$ cat src/flash_status_pkg.sv
// Purpose: Constants and carrier types for the flash status poller.
// Assumes: 20 MHz clock, bus cycles timed in whole clock cycles.
package flash_status_pkg;
   localparam int data_w = 16;
   localparam int addr_w = 18;
   localparam logic [3:0] bus_cycles = 4'h4;
   localparam logic [7:0] reset_cmd = 8'hf0;
   localparam int poll_bit = 7;
   localparam int toggle1_bit = 6;
   localparam int timeout_bit = 5;
   localparam int toggle2_bit = 2;
   localparam int clk_mhz = 20;
   localparam int prot_erase_us = 100;
   localparam int wait_limit = prot_erase_us * clk_mhz * 2;
   localparam logic [15:0] wait_limit_c = 16'(wait_limit);

   typedef enum logic [1:0] {
      poll_data,
      poll_toggle
   } poll_mode_e;

   typedef enum logic [1:0] {
      res_ok,
      res_timeout,
      res_busy_limit
   } poll_result_e;

   typedef struct packed {
      logic [addr_w-1:0] addr;
      logic [data_w-1:0] wdata;
      logic write;
   } bus_req_s;

   typedef struct packed {
      logic ce_n;
      logic oe_n;
      logic we_n;
   } strobes_s;
endpackage

$ cat src/flash_status_poller.sv
// Purpose: Host-side poller that writes a command word and watches flash status.
// Assumes: One bus cycle spans bus_cycles clocks; data pins are two-way.
// Notes: Poll completes on data polling or toggle bit method, as chosen.
`timescale 1ns/10ps
`default_nettype none
module flash_status_poller (
   // Clock and reset
   input wire logic clk,
   input wire logic resetn,
   // User orders
   input wire logic start,
   input wire logic issue_reset,
   input wire flash_status_pkg::poll_mode_e mode,
   input wire logic [flash_status_pkg::addr_w-1:0] poll_addr,
   input wire logic [flash_status_pkg::data_w-1:0] expect_data,
   output logic busy,
   output logic done,
   output flash_status_pkg::poll_result_e result,
   output logic [flash_status_pkg::data_w-1:0] final_data,
   output logic erase_suspended_sector,
   // Flash pins
   output logic [flash_status_pkg::addr_w-1:0] flash_addr,
   output flash_status_pkg::strobes_s flash_strobes,
   output logic [flash_status_pkg::data_w-1:0] flash_dq_out,
   output logic flash_dq_oe,
   input wire logic [flash_status_pkg::data_w-1:0] flash_dq_in,
   input wire logic ready_busy_out
);
   typedef enum logic [2:0] {
      st_idle,
      st_read1,
      st_read2,
      st_recheck,
      st_final,
      st_reset
   } state_e;

   // ----------------------------------------
   // Input synchronisers
   // ----------------------------------------
   logic [flash_status_pkg::data_w-1:0] dq_s1_reg, dq_s2_reg;
   logic rb_s1_reg, rb_s2_reg;
   always_ff @(posedge clk or negedge resetn) begin
      if (!resetn) begin
         dq_s1_reg <= '0;
         dq_s2_reg <= '0;
         rb_s1_reg <= 1'b1;
         rb_s2_reg <= 1'b1;
      end else begin
         dq_s1_reg <= flash_dq_in;
         dq_s2_reg <= dq_s1_reg;
         rb_s1_reg <= ready_busy_out;
         rb_s2_reg <= rb_s1_reg;
      end
   end

   // ----------------------------------------
   // Sequencer
   // ----------------------------------------
   state_e state_reg, state_next;
   logic [3:0] cyc_reg, cyc_next;
   logic [15:0] wait_reg, wait_next;
   logic [flash_status_pkg::data_w-1:0] first_reg, first_next;
   logic [flash_status_pkg::data_w-1:0] fin_reg, fin_next;
   logic busy_reg, busy_next, done_reg, done_next, susp_reg, susp_next, to_seen_reg, to_seen_next;
   flash_status_pkg::poll_result_e res_reg, res_next;
   flash_status_pkg::strobes_s stb_reg, stb_next;
   logic oe_reg, oe_next;
   logic [flash_status_pkg::data_w-1:0] dqo_reg, dqo_next;
   logic [flash_status_pkg::addr_w-1:0] addr_reg, addr_next;
   logic cyc_end, is_read, settled, toggling, flipped;

   always_comb begin
      cyc_end = (cyc_reg == flash_status_pkg::bus_cycles - 4'h1);
      is_read = (state_reg != st_idle) && (state_reg != st_reset);
      toggling = (dq_s2_reg[flash_status_pkg::toggle1_bit] !=
         first_reg[flash_status_pkg::toggle1_bit]);
      settled = (dq_s2_reg[flash_status_pkg::poll_bit] == expect_data[flash_status_pkg::poll_bit]);
      flipped = (mode == flash_status_pkg::poll_data) ? settled : !toggling;
      state_next = state_reg;
      cyc_next = cyc_reg;
      wait_next = wait_reg;
      first_next = first_reg;
      fin_next = fin_reg;
      busy_next = busy_reg;
      done_next = 1'b0;
      susp_next = susp_reg;
      to_seen_next = to_seen_reg;
      res_next = res_reg;
      stb_next = '{ce_n: 1'b1, oe_n: 1'b1, we_n: 1'b1};
      oe_next = 1'b0;
      dqo_next = dqo_reg;
      addr_next = addr_reg;
      if (state_reg != st_idle) begin
         cyc_next = cyc_end ? 4'h0 : cyc_reg + 4'h1;
         // Strobe low for all but the last clock so data is sampled before release
         if (!cyc_end) begin
            stb_next.ce_n = 1'b0;
            stb_next.oe_n = !is_read;
            stb_next.we_n = is_read;
            oe_next = !is_read;
         end
      end
      case (state_reg)
         st_idle: begin
            cyc_next = 4'h0;
            if (issue_reset) begin
               state_next = st_reset;
               busy_next = 1'b1;
               addr_next = '0;
               dqo_next = {8'h00, flash_status_pkg::reset_cmd};
            end else if (start) begin
               addr_next = poll_addr;
               state_next = st_read1;
               busy_next = 1'b1;
               wait_next = '0;
               to_seen_next = 1'b0;
            end
         end
         st_reset: if (cyc_end) begin
            state_next = st_idle;
            busy_next = 1'b0;
            done_next = 1'b1;
            res_next = flash_status_pkg::res_ok;
         end
         st_read1: if (cyc_end) begin
            first_next = dq_s2_reg;
            state_next = st_read2;
         end
         st_read2: if (cyc_end) begin
            wait_next = wait_reg + 16'h1;
            susp_next = !toggling && (dq_s2_reg[flash_status_pkg::toggle2_bit] !=
               first_reg[flash_status_pkg::toggle2_bit]);
            if (flipped) begin
               state_next = st_final;
            end else if (dq_s2_reg[flash_status_pkg::timeout_bit]) begin
               // Recheck after timeout
               // Recheck against the latest read; two reads back the toggle looks settled
               to_seen_next = 1'b1;
               first_next = dq_s2_reg;
               state_next = st_recheck;
            end else if (wait_reg == flash_status_pkg::wait_limit_c) begin
               state_next = st_idle;
               busy_next = 1'b0;
               done_next = 1'b1;
               res_next = flash_status_pkg::res_busy_limit;
            end else begin
               first_next = dq_s2_reg;
            end
         end
         st_recheck: if (cyc_end) begin
            if (flipped) begin
               state_next = st_final;
            end else begin
               state_next = st_idle;
               busy_next = 1'b0;
               done_next = 1'b1;
               res_next = flash_status_pkg::res_timeout;
            end
         end
         st_final: if (cyc_end) begin
            fin_next = dq_s2_reg;
            state_next = st_idle;
            busy_next = 1'b0;
            done_next = 1'b1;
            res_next = flash_status_pkg::res_ok;
         end
         default: state_next = st_idle;
      endcase
   end

   always_ff @(posedge clk or negedge resetn) begin
      if (!resetn) begin
         state_reg <= st_idle;
         cyc_reg <= 4'h0;
         wait_reg <= '0;
         first_reg <= '0;
         fin_reg <= '0;
         busy_reg <= 1'b0;
         done_reg <= 1'b0;
         susp_reg <= 1'b0;
         to_seen_reg <= 1'b0;
         res_reg <= flash_status_pkg::res_ok;
         stb_reg <= '{ce_n: 1'b1, oe_n: 1'b1, we_n: 1'b1};
         oe_reg <= 1'b0;
         dqo_reg <= '0;
         addr_reg <= '0;
      end else begin
         state_reg <= state_next;
         cyc_reg <= cyc_next;
         wait_reg <= wait_next;
         first_reg <= first_next;
         fin_reg <= fin_next;
         busy_reg <= busy_next;
         done_reg <= done_next;
         susp_reg <= susp_next;
         to_seen_reg <= to_seen_next;
         res_reg <= res_next;
         stb_reg <= stb_next;
         oe_reg <= oe_next;
         dqo_reg <= dqo_next;
         addr_reg <= addr_next;
      end
   end

   assign busy = busy_reg;
   assign done = done_reg;
   assign result = res_reg;
   assign final_data = fin_reg;
   assign erase_suspended_sector = susp_reg;
   assign flash_addr = addr_reg;
   assign flash_strobes = stb_reg;
   assign flash_dq_out = dqo_reg;
   assign flash_dq_oe = oe_reg;
endmodule
`default_nettype wire

$ cat config.mk
export PLATFORM = sky130hd
export DESIGN_NAME = flash_status_poller
export DESIGN_NICKNAME = d
export VERILOG_FILES = /design/src/flash_status_pkg.sv /design/src/flash_status_poller.sv
export SDC_FILE = /design/constraint.sdc
export NUM_CORES = 1
export LEC_CHECK = 0
export BUFFER_PORTS_ARGS = -buffer_cell sky130_fd_sc_hd__buf_2
export CAP_MARGIN = 20
export CELL_PAD_IN_SITES_DETAIL_PLACEMENT = 2
export CELL_PAD_IN_SITES_GLOBAL_PLACEMENT = 2
export CORE_MARGIN = 4
export CORE_UTILIZATION = 34
export CTS_BUF_LIST = sky130_fd_sc_hd__clkbuf_8
export DETAILED_ROUTE_END_ITERATION = 12
export HOLD_SLACK_MARGIN = 0.1
export PLACE_DENSITY_LB_ADDON = 0.1
export SLEW_MARGIN = 20
export SYNTH_ARGS = -nofsm -noshare
export SYNTH_HDL_FRONTEND = slang
export SYNTH_SLANG_ARGS = --single-unit
$ cat constraint.sdc
create_clock -name clk -period 2.3 [get_ports clk]
set_input_delay 0.345 -clock clk [delete_from_list [all_inputs] [get_ports clk]]
set_output_delay 0.345 -clock clk [all_outputs]
set_load 0.02 [all_outputs]
=== After elaboration in Yosys (flattened, before gate mapping) ===
Index checks and enable logic that the tools add are counted.
W data, S select, Z words.

* Bits in registers: 106
* Bits in latches: 0
* RAM bits: 0
* ROM bits: 0
* Input bits: 57
* Output and inout port bits: 59
* Word-level logic and storage cells: 123
* Memories kept: 0

* Add/subtract/negate cells: 2
* $mul: 0
* Divide/modulo/power cells: 0
* Order comparisons: 0
* Equality and inequality tests: 24
* Shift-type cells: 0
* Mux-type cells: 57
* Bitwise logic cells: 0
* Reduce and logical (&&, ||, !) cells: 23

{| class="wikitable"
|+ Operators by type and width
! cell !! number
|-
| $mux W16 || 3
|-
| $mux W18 || 2
|-
| $mux W3 || 12
|-
| $mux W7 || 5
|-
| $pmux W16 S2 || 1
|-
| $mux W1 || 19
|-
| $ne A2 B2 Y1 const B || 9
|-
| $add A16 B1 Y16 const B || 1
|-
| $eq A16 B12 Y1 const B || 1
|-
| $pmux W3 S5 || 1
|-
| $mux W2 || 7
|-
| $pmux W7 S2 || 1
|-
| $mux W4 || 3
|-
| $ne A3 B3 Y1 const B || 3
|-
| $reduce_and A9 Y1 || 1
|-
| $reduce_and A2 Y1 || 4
|-
| $reduce_and A8 Y1 || 1
|-
| $reduce_bool A2 Y1 || 4
|-
| $eq A3 B2 Y1 const B || 2
|-
| $eq A3 B3 Y1 const B || 2
|-
| $pmux W2 S3 || 1
|-
| $reduce_and A6 Y1 || 1
|-
| $reduce_bool A3 Y1 || 2
|-
| $reduce_and A5 Y1 || 1
|-
| 16 further kinds || 19
|}

=== Longest topological paths before layout ===
Gate-level depths: netlist of the first run.

* Depth after elaboration: 6
* Gate-level depth with buffers: 7
* Depth with buffers taken out: 6

=== Worst setup path before layout of the first run ===
Ideal clock, no wire load.

* Kind: flip-flop to flip-flop
* Start: register wait_reg[2]
* End: register res_reg[0], in the netlist result[0]
* Library setup time: 0.122 ns
* Arrival time: 1.987 ns
* Required time: 2.178 ns
* Setup slack: 0.191 ns
* Cell stages (with the launch flop): 7
* Path buffers: 1
* Clock period less this slack: 2.109 ns
* Cells stage by stage: dfrtp_1 > buf_2 > nor4b_1 > nand4_1 > or4_4 > or3_1 > a32o_1

* Cells in the longest elaborated chain, start to end: 3

{| class="wikitable"
|+ Ends and longest elaborated chain
! element !! RTL line !! text
|-
| start, declared || flash_status_poller.sv:62 || <nowiki>logic [15:0] wait_reg, wait_next;</nowiki>
|-
| start signal, assigned || flash_status_poller.sv:191 || <nowiki>wait_reg <= wait_next;</nowiki>
|-
| $eq A16 B12 Y1 || flash_status_poller.sv:142 || <nowiki>end else if (wait_reg == flash_status_pkg::wait_limit_c) begin</nowiki>
|-
| $ne A2 B2 Y1 (no source line) || n/a ||
|-
| $reduce_and A8 Y1 (no source line) || n/a ||
|-
| end signal, assigned || flash_status_poller.sv:183 || <nowiki>res_reg <= flash_status_pkg::res_ok;</nowiki>
|-
| end signal, assigned || flash_status_poller.sv:198 || <nowiki>res_reg <= res_next;</nowiki>
|-
| end, declared || flash_status_poller.sv:66 || <nowiki>flash_status_pkg::poll_result_e res_reg, res_next;</nowiki>
|}

Every way passes these cells.
A chain may end at the register's enable or synchronous reset.

=== Worst setup path after layout of the first run ===
Same ends and word-level chain as after synthesis.

==> flow_metrics.env, run 1 <==
export IMPL_status="complete, no violations"
export IMPL_maxCapViolations=0
export IMPL_start_kind="flip-flop"
export IMPL_cellPowerDensity_nw_per_um2=1080
export IMPL_first_iter_violations=106
export IMPL_place_area_um2=4800
export IMPL_grt_busiest_layer="met2"
export IMPL_synthCells=365
export IMPL_cts_setup_buffers=0
export IMPL_max_freq_mhz=469
export IMPL_met3_usage_pct=3.59
export IMPL_fin_cells=631
export IMPL_dieHeight_um=119
export IMPL_cp_end_kind="flip-flop"
export IMPL_grt_pass1_wl_mm=17.4
export IMPL_wl_per_cell_um=15.8
export IMPL_synth_seq_cells=101
export IMPL_finClkSkew_ps=6.87
export IMPL_vias=3065
export IMPL_syn_area_um2=4160
export IMPL_crit_fanout=2
export IMPL_drc=0
export IMPL_cts_made_buffers=9
export IMPL_tns_ps=0
export IMPL_seq_power_share_pct=43.9
export IMPL_clk_pin_slew_ps=100
export IMPL_antennaDiodeCount=0
export IMPL_finalCritPeriodShare_pct=92.6
export IMPL_tightestPinTransition_ps=630
export IMPL_viasPerCell=4.86
export IMPL_yosys_top_cells_area="dfrtp_1 59%, mux2_2 4.6%, o21ai_0 4.0%"
export IMPL_leakage_nw=2.41
export IMPL_synth_top_area_share_pct=59.0
export IMPL_synthArstFlopShare_pct=100
export IMPL_setup_viol=0
export IMPL_grt_antenna_before_repair=0
export IMPL_largest_reg_flops=18
export IMPL_p_comb_share_pct=36.9
export IMPL_dr_pass1_iters=4
export IMPL_synth_yosys_warnings=0
export IMPL_core_area_um2=12000
export IMPL_yosysTopAreaCell="dfrtp_1"
export IMPL_clockRootBuffer="clkbuf_8"
export IMPL_clockBufferDepth=2
export IMPL_worstSetupPathType="reg2reg"
export IMPL_dieArea_um2=14100
export IMPL_num_rows=40
export IMPL_power_switching_mw=2.17
export IMPL_synth_ff_type="dfrtp_1"
export IMPL_place_ws_ps=63.2
export IMPL_dp_hpwl_mm=7.12
export IMPL_met1_usage_pct=19.8
export IMPL_fin_area_um2=5150
export IMPL_die_w_um=119
export IMPL_clk_latency_ps=380
export IMPL_overflow=0
export IMPL_initial_core_util_pct=34.6
export IMPL_p_int_mw=3.40
export IMPL_tritoncts="yes"
export IMPL_synthDistinctLibCells=48
export IMPL_slew_limit_headroom_pct=56.9
export IMPL_switching_share_pct=39.0
export IMPL_grt_max_degree=43
export IMPL_hold_viol_final=0
export IMPL_ant_nets=0
export IMPL_vdd_drop_max_mv=0.401
export IMPL_hold_ws_ps=206
export IMPL_final_core_util_pct=42.9
export IMPL_grt_use_met2_pct=24.7
export IMPL_synth_edf_count=0
export IMPL_drive_gt1_share_pct=30.2
export IMPL_track_usage_pct=15.4
export IMPL_portBuffers=87
export IMPL_timing_final_ws_setup_ps=169
export IMPL_rsz0062_at_grt="false"
export IMPL_required_ps=2570
export IMPL_layout_nets=539
export IMPL_critical_path_arrival_ps=2400
export IMPL_finalMaxSlewViolations=0
export IMPL_gp_congestion=0.766
export IMPL_finalPower_mw=5.57
export IMPL_htree_levels=3
export IMPL_layout_area_overhead_vs_synth_pct=24.0
export IMPL_fillers=1287
export IMPL_wl_mm=10.0
export IMPL_fin_crit_ps=2130
export IMPL_hold_path_class="in2reg"
export IMPL_seq_area_frac_synth_pct=60.9
export IMPL_place_inst=598
export IMPL_io_pins=116
export IMPL_syn_avg_cell_area_um2=11.4
export IMPL_grt_pass1_vias=3433
export IMPL_cts_sinks=101
export IMPL_power_share_clock_pct=19.1
==> final cells by class <==
class	instances	area [um^2]	share of cell area (%)
inverter	12	45.0	0.874
clock inverter	7	52.6	1.02
tap	147	184	3.57
sequential	101	2530	49.1
clock buffer	9	124	2.40
timing repair buffer	123	763	14.8
multi-input combinational	232	1460	28.2
==> cells by family (layout without fill, tap and decap cells) <==
logic type,after synthesis,in the layout,synth area share (%)
AOI/OAI and AO/OA,67,67,9.72
other,1,12,0.0902
DFF,101,101,60.9
adders and majority gates,3,3,0.903
xor gates and xnor gates,16,16,3.37
and+or+nand+nor,115,115,14.6
buffers and inverters,43,151,5.36
muxes,19,19,5.09
==> layer usage <==
metal	up-vias	part of all wire, %
met5	-	0
met3	13	4.9
met2	66	49
met4	0	2.0
met1	1547	44
li1	1439	-
==> final timing paths <==
kind	slack (ps)	depth (start not counted)	endpoint	startpoint
min in group asynchronous	430	2	final_data[5]$_DFFE_PN0P_	resetn
hold reg to reg	350	0	dq_s2_reg[6]$_DFF_PN0_	dq_s1_reg[6]$_DFF_PN0_
setup / recovery	170	5	result[0]$_DFFE_PN0P_	wait_reg[2]$_DFFE_PN0P_
hold / removal	210	3	flash_addr[2]$_DFFE_PN0P_	poll_addr[2]
max in group asynchronous	1140	3	dq_s2_reg[10]$_DFF_PN0_	resetn
setup reg to reg	170	5	result[0]$_DFFE_PN0P_	wait_reg[2]$_DFFE_PN0P_
==> worst max-delay path, cell delays in order, from the launching register on <==
cell,delay (ps)
dfrtp_1,410
nor4b_2,330
nand4_1,190
or4_4,460
or3_1,380
a32o_1,270
==> Yosys cell counts, types with 2 or more instances <==
cell type  count
nand2_1       31
a2111o_1       2
xnor2_1        8
o21ai_0       33
a21oi_1       12
or2_2          2
and3_1         2
o31ai_1        4
nor2b_1        4
nand3_1        6
nor3b_1        3
dfrtp_1       98
ha_1           3
inv_1         12
nor4_1         3
nand2b_1      20
or3_1          7
xor2_1         8
mux2_2        17
nor2_1        20
o211a_1        2
dfstp_2        3
mux2i_1        2
o22ai_1        2
nand4_1        5
o211ai_1       2
o21a_1         2
clkbuf_1      13
nor3_1         5
buf_4         16
==> power groups by stage <==
stage | combinational, mW | clock [mW] | sequential [mW]
floorplan | 0.933 | 0 | 2.85
global placement | 2.01 | 0 | 2.47
detailed placement | 2.08 | 0 | 2.49
CTS | 2.11 | 1.12 | 2.46
global route | 2.30 | 1.20 | 2.51
finish | 2.06 | 1.06 | 2.44
==> cell usage in the layout, fill, tap and decap left out, types with 2 or more instances in the layout <==
cell and instances:
and3_1 2, o211a_1 2, o22ai_1 2, dfstp_2 3
a2111o_1 2, nor2b_1 4, nor4_1 3, nand3_1 6
mux2_2 17, mux2i_1 2, nand2_1 31, o21a_1 2
xor2_1 8, clkinv_4 2, nand4_1 5, buf_4 19
o211ai_1 2, clkbuf_8 9, nor2_1 20, inv_1 14
or3_1 7, dlygate4sd3_1 17, a21oi_1 12, o21ai_0 33
buf_2 86, o31ai_1 4, ha_1 3, nand2b_1 20
dfrtp_1 98, conb_1 12, xnor2_1 8, nor3_1 5
or2_2 2, nor3b_1 3
==> repair_timing <==
action                                 in CTS  in global routing
setup endpoints to repair                   0                  2
endpoints found under the hold margin      45                  0
hold buffers                               17                  0
gates resized for setup                     0                  1
(Power assumes the default switching activity.)
==> run 2, diff against run 1 <==
Settings changed: RECOVER_POWER from default to 100.
==> run 2 against run 1 <==
Against the previous run: global-route usage is the same; setup slack got worse by 15 ps; sequential power is essentially flat; clock skew about the same; cell count did not move; cell area down 2.0%; die area unchanged; combinational power fell by 6%; register-to-register slack is essentially flat; via count about the same; wire length grew 0.40%; sequential share of layout area rose by 1.0 points; largest power group unchanged; highest routed layer unchanged.
==> flow_metrics.env, run 2 (same netlist as run 1, synthesis figures left out) <==
export IMPL_initial_core_util_pct=34.6
export IMPL_start_kind="flip-flop"
export IMPL_num_rows=40
export IMPL_io_pins=116
export IMPL_path_cells="nor4b_2, nand4_1, or4_1, or3_1, a32o_1"
export IMPL_clockRootBuffer="clkbuf_8"
export IMPL_hold_viol_final=0
export IMPL_first_iter_violations=115
export IMPL_rsz0062_at_grt="false"
export IMPL_tns_ps=0
export IMPL_grt_pass1_wl_mm=17.4
export IMPL_dieHeight_um=119
export IMPL_dr_wl_met2_mm=4.83
export IMPL_clockBufferDepth=2
export IMPL_wl_mm=10.0
export IMPL_cp_end_kind="flip-flop"
export IMPL_status="complete, no violations"
export IMPL_drc=0
export IMPL_fillers=1313
export IMPL_finalMaxSlewViolations=0
export IMPL_leakage_nw=2.23
export IMPL_viasPerCell=4.86
export IMPL_hold_path_class="in2reg"
export IMPL_ant_nets=0
export IMPL_max_freq_mhz=466
export IMPL_wl_met3_um=518
export IMPL_finClkSkew_ps=6.79
export IMPL_crit_fanout=2
export IMPL_portBuffers=87
export IMPL_place_inst=598
export IMPL_die_w_um=119
export IMPL_clk_pin_slew_ps=100
export IMPL_cts_setup_buffers=0
export IMPL_cellPowerDensity_nw_per_um2=1080
export IMPL_core_area_um2=12000
export IMPL_drt_met1_wl_mm=4.48
export IMPL_track_usage_pct=15.4
export IMPL_dr_max_layer_used="met4"
export IMPL_drive_gt1_share_pct=18.8
export IMPL_grt_antenna_before_repair=0
export IMPL_finalCritPeriodShare_pct=93.3
export IMPL_layout_nets=539
export IMPL_overflow=0
export IMPL_layout_area_overhead_vs_synth_pct=21.5
export IMPL_vias=3068
export IMPL_worstSetupPathType="reg2reg"
export IMPL_dieArea_um2=14100
export IMPL_setup_viol=0
export IMPL_max_stage_delay_ps=470
export IMPL_critical_path_arrival_ps=2420
export IMPL_cts_sinks=101
export IMPL_ff2ff_setup_slack_ps=150
export IMPL_maxCapViolations=0
export IMPL_wl_per_cell_um=15.9
export IMPL_fin_crit_ps=2150
export IMPL_tritoncts="yes"
export IMPL_clk_latency_ps=380
export IMPL_slew_limit_headroom_pct=48.5
export IMPL_required_ps=2570
export IMPL_largest_reg_flops=18
export IMPL_fin_cells=631
export IMPL_vdd_drop_max_mv=0.400
export IMPL_dp_hpwl_mm=7.12
export IMPL_tightestPinTransition_ps=772
export IMPL_mostFrequentLayoutCell="dfrtp_1"
export IMPL_grt_pass1_vias=3433
export IMPL_final_cell_mix="98 x dfrtp_1, 52 x clkbuf_1, 37 x buf_2, 34 x o21ai_0, 31 x nand2_1"
export IMPL_grt_max_degree=43
export IMPL_cts_made_buffers=9
export IMPL_gp_congestion=0.766
export IMPL_slowest_stage="or4_1"
export IMPL_htree_levels=3
export IMPL_dr_pass1_iters=4
export IMPL_antennaDiodeCount=0
-- run 2: cell types whose count changed in the layout (fill, tap and decap cells not counted), moves of 4 or more --
cell,delta
clkbuf_1,+52
buf_2,-49
buf_4,-7
clkbuf_2,+4
-- run 2: report_power, final --
part | internal [mW] | switching, mW
Combinational | 0.659 | 1.28
Sequential | 2.22 | 0.236
Clock | 0.402 | 0.662
-- run 2: critical path: cells and delay by family (launching register included) --
kind               cells  cell delay [ps]
AOI/OAI and AO/OA      1              270
DFF                    1              410
and+or+nand+nor        4             1370
-- run 2: area by class of cell --
| type | instances | area [um^2] | share of cell area (%) |
|---|---|---|---|
| timing repair buffer | 123 | 668 | 13.2 |
| multi-input combinational | 232 | 1450 | 28.7 |
| clock inverter | 7 | 52.6 | 1.04 |
| sequential | 101 | 2530 | 50.1 |
| tap | 147 | 184 | 3.64 |
| inverter | 12 | 45.0 | 0.892 |
| clock buffer | 9 | 124 | 2.45 |
-- run 2: worst paths after layout --
check,from,end,cells after the start
worst max-delay path,wait_reg[2]$_DFFE_PN0P_,result[0]$_DFFE_PN0P_,5
worst min-delay path,poll_addr[2],flash_addr[2]$_DFFE_PN0P_,3
worst max register to register,wait_reg[2]$_DFFE_PN0P_,result[0]$_DFFE_PN0P_,5
worst min register to register,dq_s1_reg[6]$_DFF_PN0_,dq_s2_reg[6]$_DFF_PN0_,0
max in group asynchronous,resetn,dq_s2_reg[10]$_DFF_PN0_,3
min in group asynchronous,resetn,erase_suspended_sector$_DFFE_PN0P_,2
-- run 2: what timing repair did --
item,CTS,global route
setup endpoints to repair,0,2
resized for setup,0,1
hold buffers,17,0
endpoints found under the hold margin,45,0
-- run 2: routing by layer --
layer,GRT usage [%],up-vias
li1,-,1443
met1,19.8,1543
met2,24.7,70
met3,3.59,12
met4,6.95,0
met5,0,-
-- run 2: per-stage QoR --
step	util, %	total power, mW	setup slack, ps	instance area, um^2	hold WS [ps]
3_3_place_gp	40.0	4.47	84.9	4800	314
6_report	42.1	5.46	155	5050	208
5_1_grt	42.1	5.89	27.9	5050	197
2_1_floorplan	-	3.79	191	4200	49.4
3_5_place_dp	40.0	4.57	63.2	4800	311
4_1_cts	42.9	5.68	22.6	5150	183
==> run 3, diff against run 2 <==
Settings changed: CELL_PAD_IN_SITES_DETAIL_PLACEMENT 2 to 1, CELL_PAD_IN_SITES_GLOBAL_PLACEMENT 2 to 1, CORE_UTILIZATION 34 to 42.
==> run 3 against run 2 <==
Against the previous run: flip-flop and latch count did not move; combinational power about the same; global-route usage increased by 1.8 points; sequential share of layout area fell by 0.34 points; non-clock buffer count grew 1; core utilization grew 10 points; wire length down 7.9%; clock power rose by 18%; critical path depth did not move; worst hold slack gained 14 ps; critical path type unchanged; largest cell class unchanged.
==> flow_metrics.env, run 3 (same netlist as run 1, synthesis figures left out) <==
export IMPL_antennaDiodeCount=0
export IMPL_die_w_um=107
export IMPL_worstSetupPathType="reg2reg"
export IMPL_largest_reg_flops=18
export IMPL_grt_pass1_vias=3162
export IMPL_min_path_cells=3
export IMPL_setup_viol=0
export IMPL_dieHeight_um=107
export IMPL_cp_num_buf_inv=0
export IMPL_cts_resized=0
export IMPL_fin_crit_ps=2150
export IMPL_rr_endpoint="result[0]$_DFFE_PN0P_"
export IMPL_viasPerCell=4.88
export IMPL_tightestPinTransition_ps=1420
export IMPL_dr_pass1_iters=4
export IMPL_finClkSkew_ps=17.1
export IMPL_hold_path_class="in2reg"
export IMPL_tns_ps=0
export IMPL_layout_nets=540
export IMPL_clockBufferDepth=2
export IMPL_hp_start="poll_addr[7]"
export IMPL_ff2ff_setup_slack_ps=150
export IMPL_grt_max_degree=38
export IMPL_cts_setup_buffers=0
export IMPL_slew_limit_headroom_pct=5.56
export IMPL_cts_made_buffers=9
export IMPL_track_usage_pct=17.2
export IMPL_final_core_util_pct=52.5
export IMPL_finalCritPeriodShare_pct=93.3
export IMPL_start_kind="flip-flop"
export IMPL_drc=0
export IMPL_dieArea_um2=11600
export IMPL_mostFrequentLayoutCell="dfrtp_1"
export IMPL_clk_pin_slew_ps=100
export IMPL_cts_sinks=101
export IMPL_final_cell_mix="98 x dfrtp_1, 53 x clkbuf_1, 39 x buf_2, 34 x o21ai_0, 31 x nand2_1"
export IMPL_layout_area_overhead_vs_synth_pct=22.4
export IMPL_hold_viol_final=0
export IMPL_min_to="flash_addr[7]$_DFFE_PN0P_"
export IMPL_clk_latency_ps=370
export IMPL_status="complete, no violations"
export IMPL_leakage_nw=2.26
export IMPL_vdd_drop_max_mv=0.543
export IMPL_slowest_stage="or4_1"
export IMPL_wl_mm=9.25
export IMPL_tritoncts="yes"
export IMPL_grt_pass1_wl_mm=15.5
export IMPL_gp_congestion=0.770
export IMPL_portBuffers=87
export IMPL_critical_path_arrival_ps=2400
export IMPL_num_rows=36
export IMPL_rsz0062_at_grt="false"
export IMPL_grt_antenna_before_repair=0
export IMPL_cp_top_family="simple AND/OR/NAND/NOR gates"
export IMPL_crit_fanout=5
export IMPL_dp_hpwl_mm=6.48
export IMPL_ant_nets=0
export IMPL_cts_hold_buf=17
export IMPL_reg2regPathDepth=5
export IMPL_max_freq_mhz=466
export IMPL_maxCapViolations=0
export IMPL_drive_gt1_share_pct=19.0
export IMPL_first_iter_violations=97
export IMPL_path_cells="nor4b_1, nand4_1, or4_1, or3_1, a32o_1"
export IMPL_initial_core_util_pct=42.9
export IMPL_clockRootBuffer="clkbuf_8"
export IMPL_finalMaxSlewViolations=0
export IMPL_wl_per_cell_um=15.0
export IMPL_required_ps=2550
export IMPL_max_stage_delay_ps=450
export IMPL_cp_end_kind="flip-flop"
export IMPL_htree_levels=3
export IMPL_io_pins=116
export IMPL_core_area_um2=9680
export IMPL_vias=3014
export IMPL_r2r_start="wait_reg[4]$_DFFE_PN0P_"
export IMPL_cellPowerDensity_nw_per_um2=1110
export IMPL_overflow=0
[run 3: stage by stage]
| step | power [mW] | std cells | hold WS, ps | setup WS [ps] | instance area [um^2] |
|---|---|---|---|---|---|
| 3_5_place_dp | 4.54 | 585 | 273 | 180 | 4790 |
| 5_1_grt | 6.04 | 618 | 226 | 26.6 | 5090 |
| 4_1_cts | 5.83 | 618 | 204 | 157 | 5180 |
| 3_3_place_gp | 4.45 | 585 | 265 | 188 | 4790 |
| 6_report | 5.64 | 618 | 222 | 153 | 5090 |
| 2_1_floorplan | 3.79 | 376 | 49.4 | 191 | 4200 |
[run 3: worst register-to-register path, stage by stage (launching register included)]
cell	delay, ps
dfrtp_1	430
nor4b_1	310
nand4_1	180
or4_1	450
or3_1	390
a32o_1	270
[run 3: per-layer routing]
layer	GRT usage (%)	vias to the layer above	routed length, um
li1	-	1436	-
met1	22.8	1499	4190
met2	27.5	67	4460
met3	3.54	12	444
met4	7.03	0	158
met5	0	-	0
[run 3: power by group]
part,internal (mW),switching [mW]
Combinational,0.668,1.26
Clock,0.619,0.626
Sequential,2.22,0.246
[run 3: worst max path at each step]
stage | from | end | slack [ps] | cells past startpoint
2_1_floorplan | wait_reg[2]$_DFFE_PN0P_ | result[0]$_DFFE_PN0P_ | 190 | 6
3_3_place_gp | wait_reg[13]$_DFFE_PN0P_ | result[0]$_DFFE_PN0P_ | 190 | 5
3_5_place_dp | wait_reg[13]$_DFFE_PN0P_ | result[0]$_DFFE_PN0P_ | 180 | 5
4_1_cts | wait_reg[4]$_DFFE_PN0P_ | result[0]$_DFFE_PN0P_ | 160 | 5
5_1_grt | resetn | final_data[7]$_DFFE_PN0P_ | 30 | 3
6_report | wait_reg[4]$_DFFE_PN0P_ | result[0]$_DFFE_PN0P_ | 150 | 5
[run 3: cell type report]
class,instances,area (um^2)
well taps,133,166
multi-input cells,232,1440
fillers,1109,4600
flip-flops and latches,101,2530
repair buffers,124,684
clock buffers,9,124
inverters,12,45.0
clock inverters,7,95.1
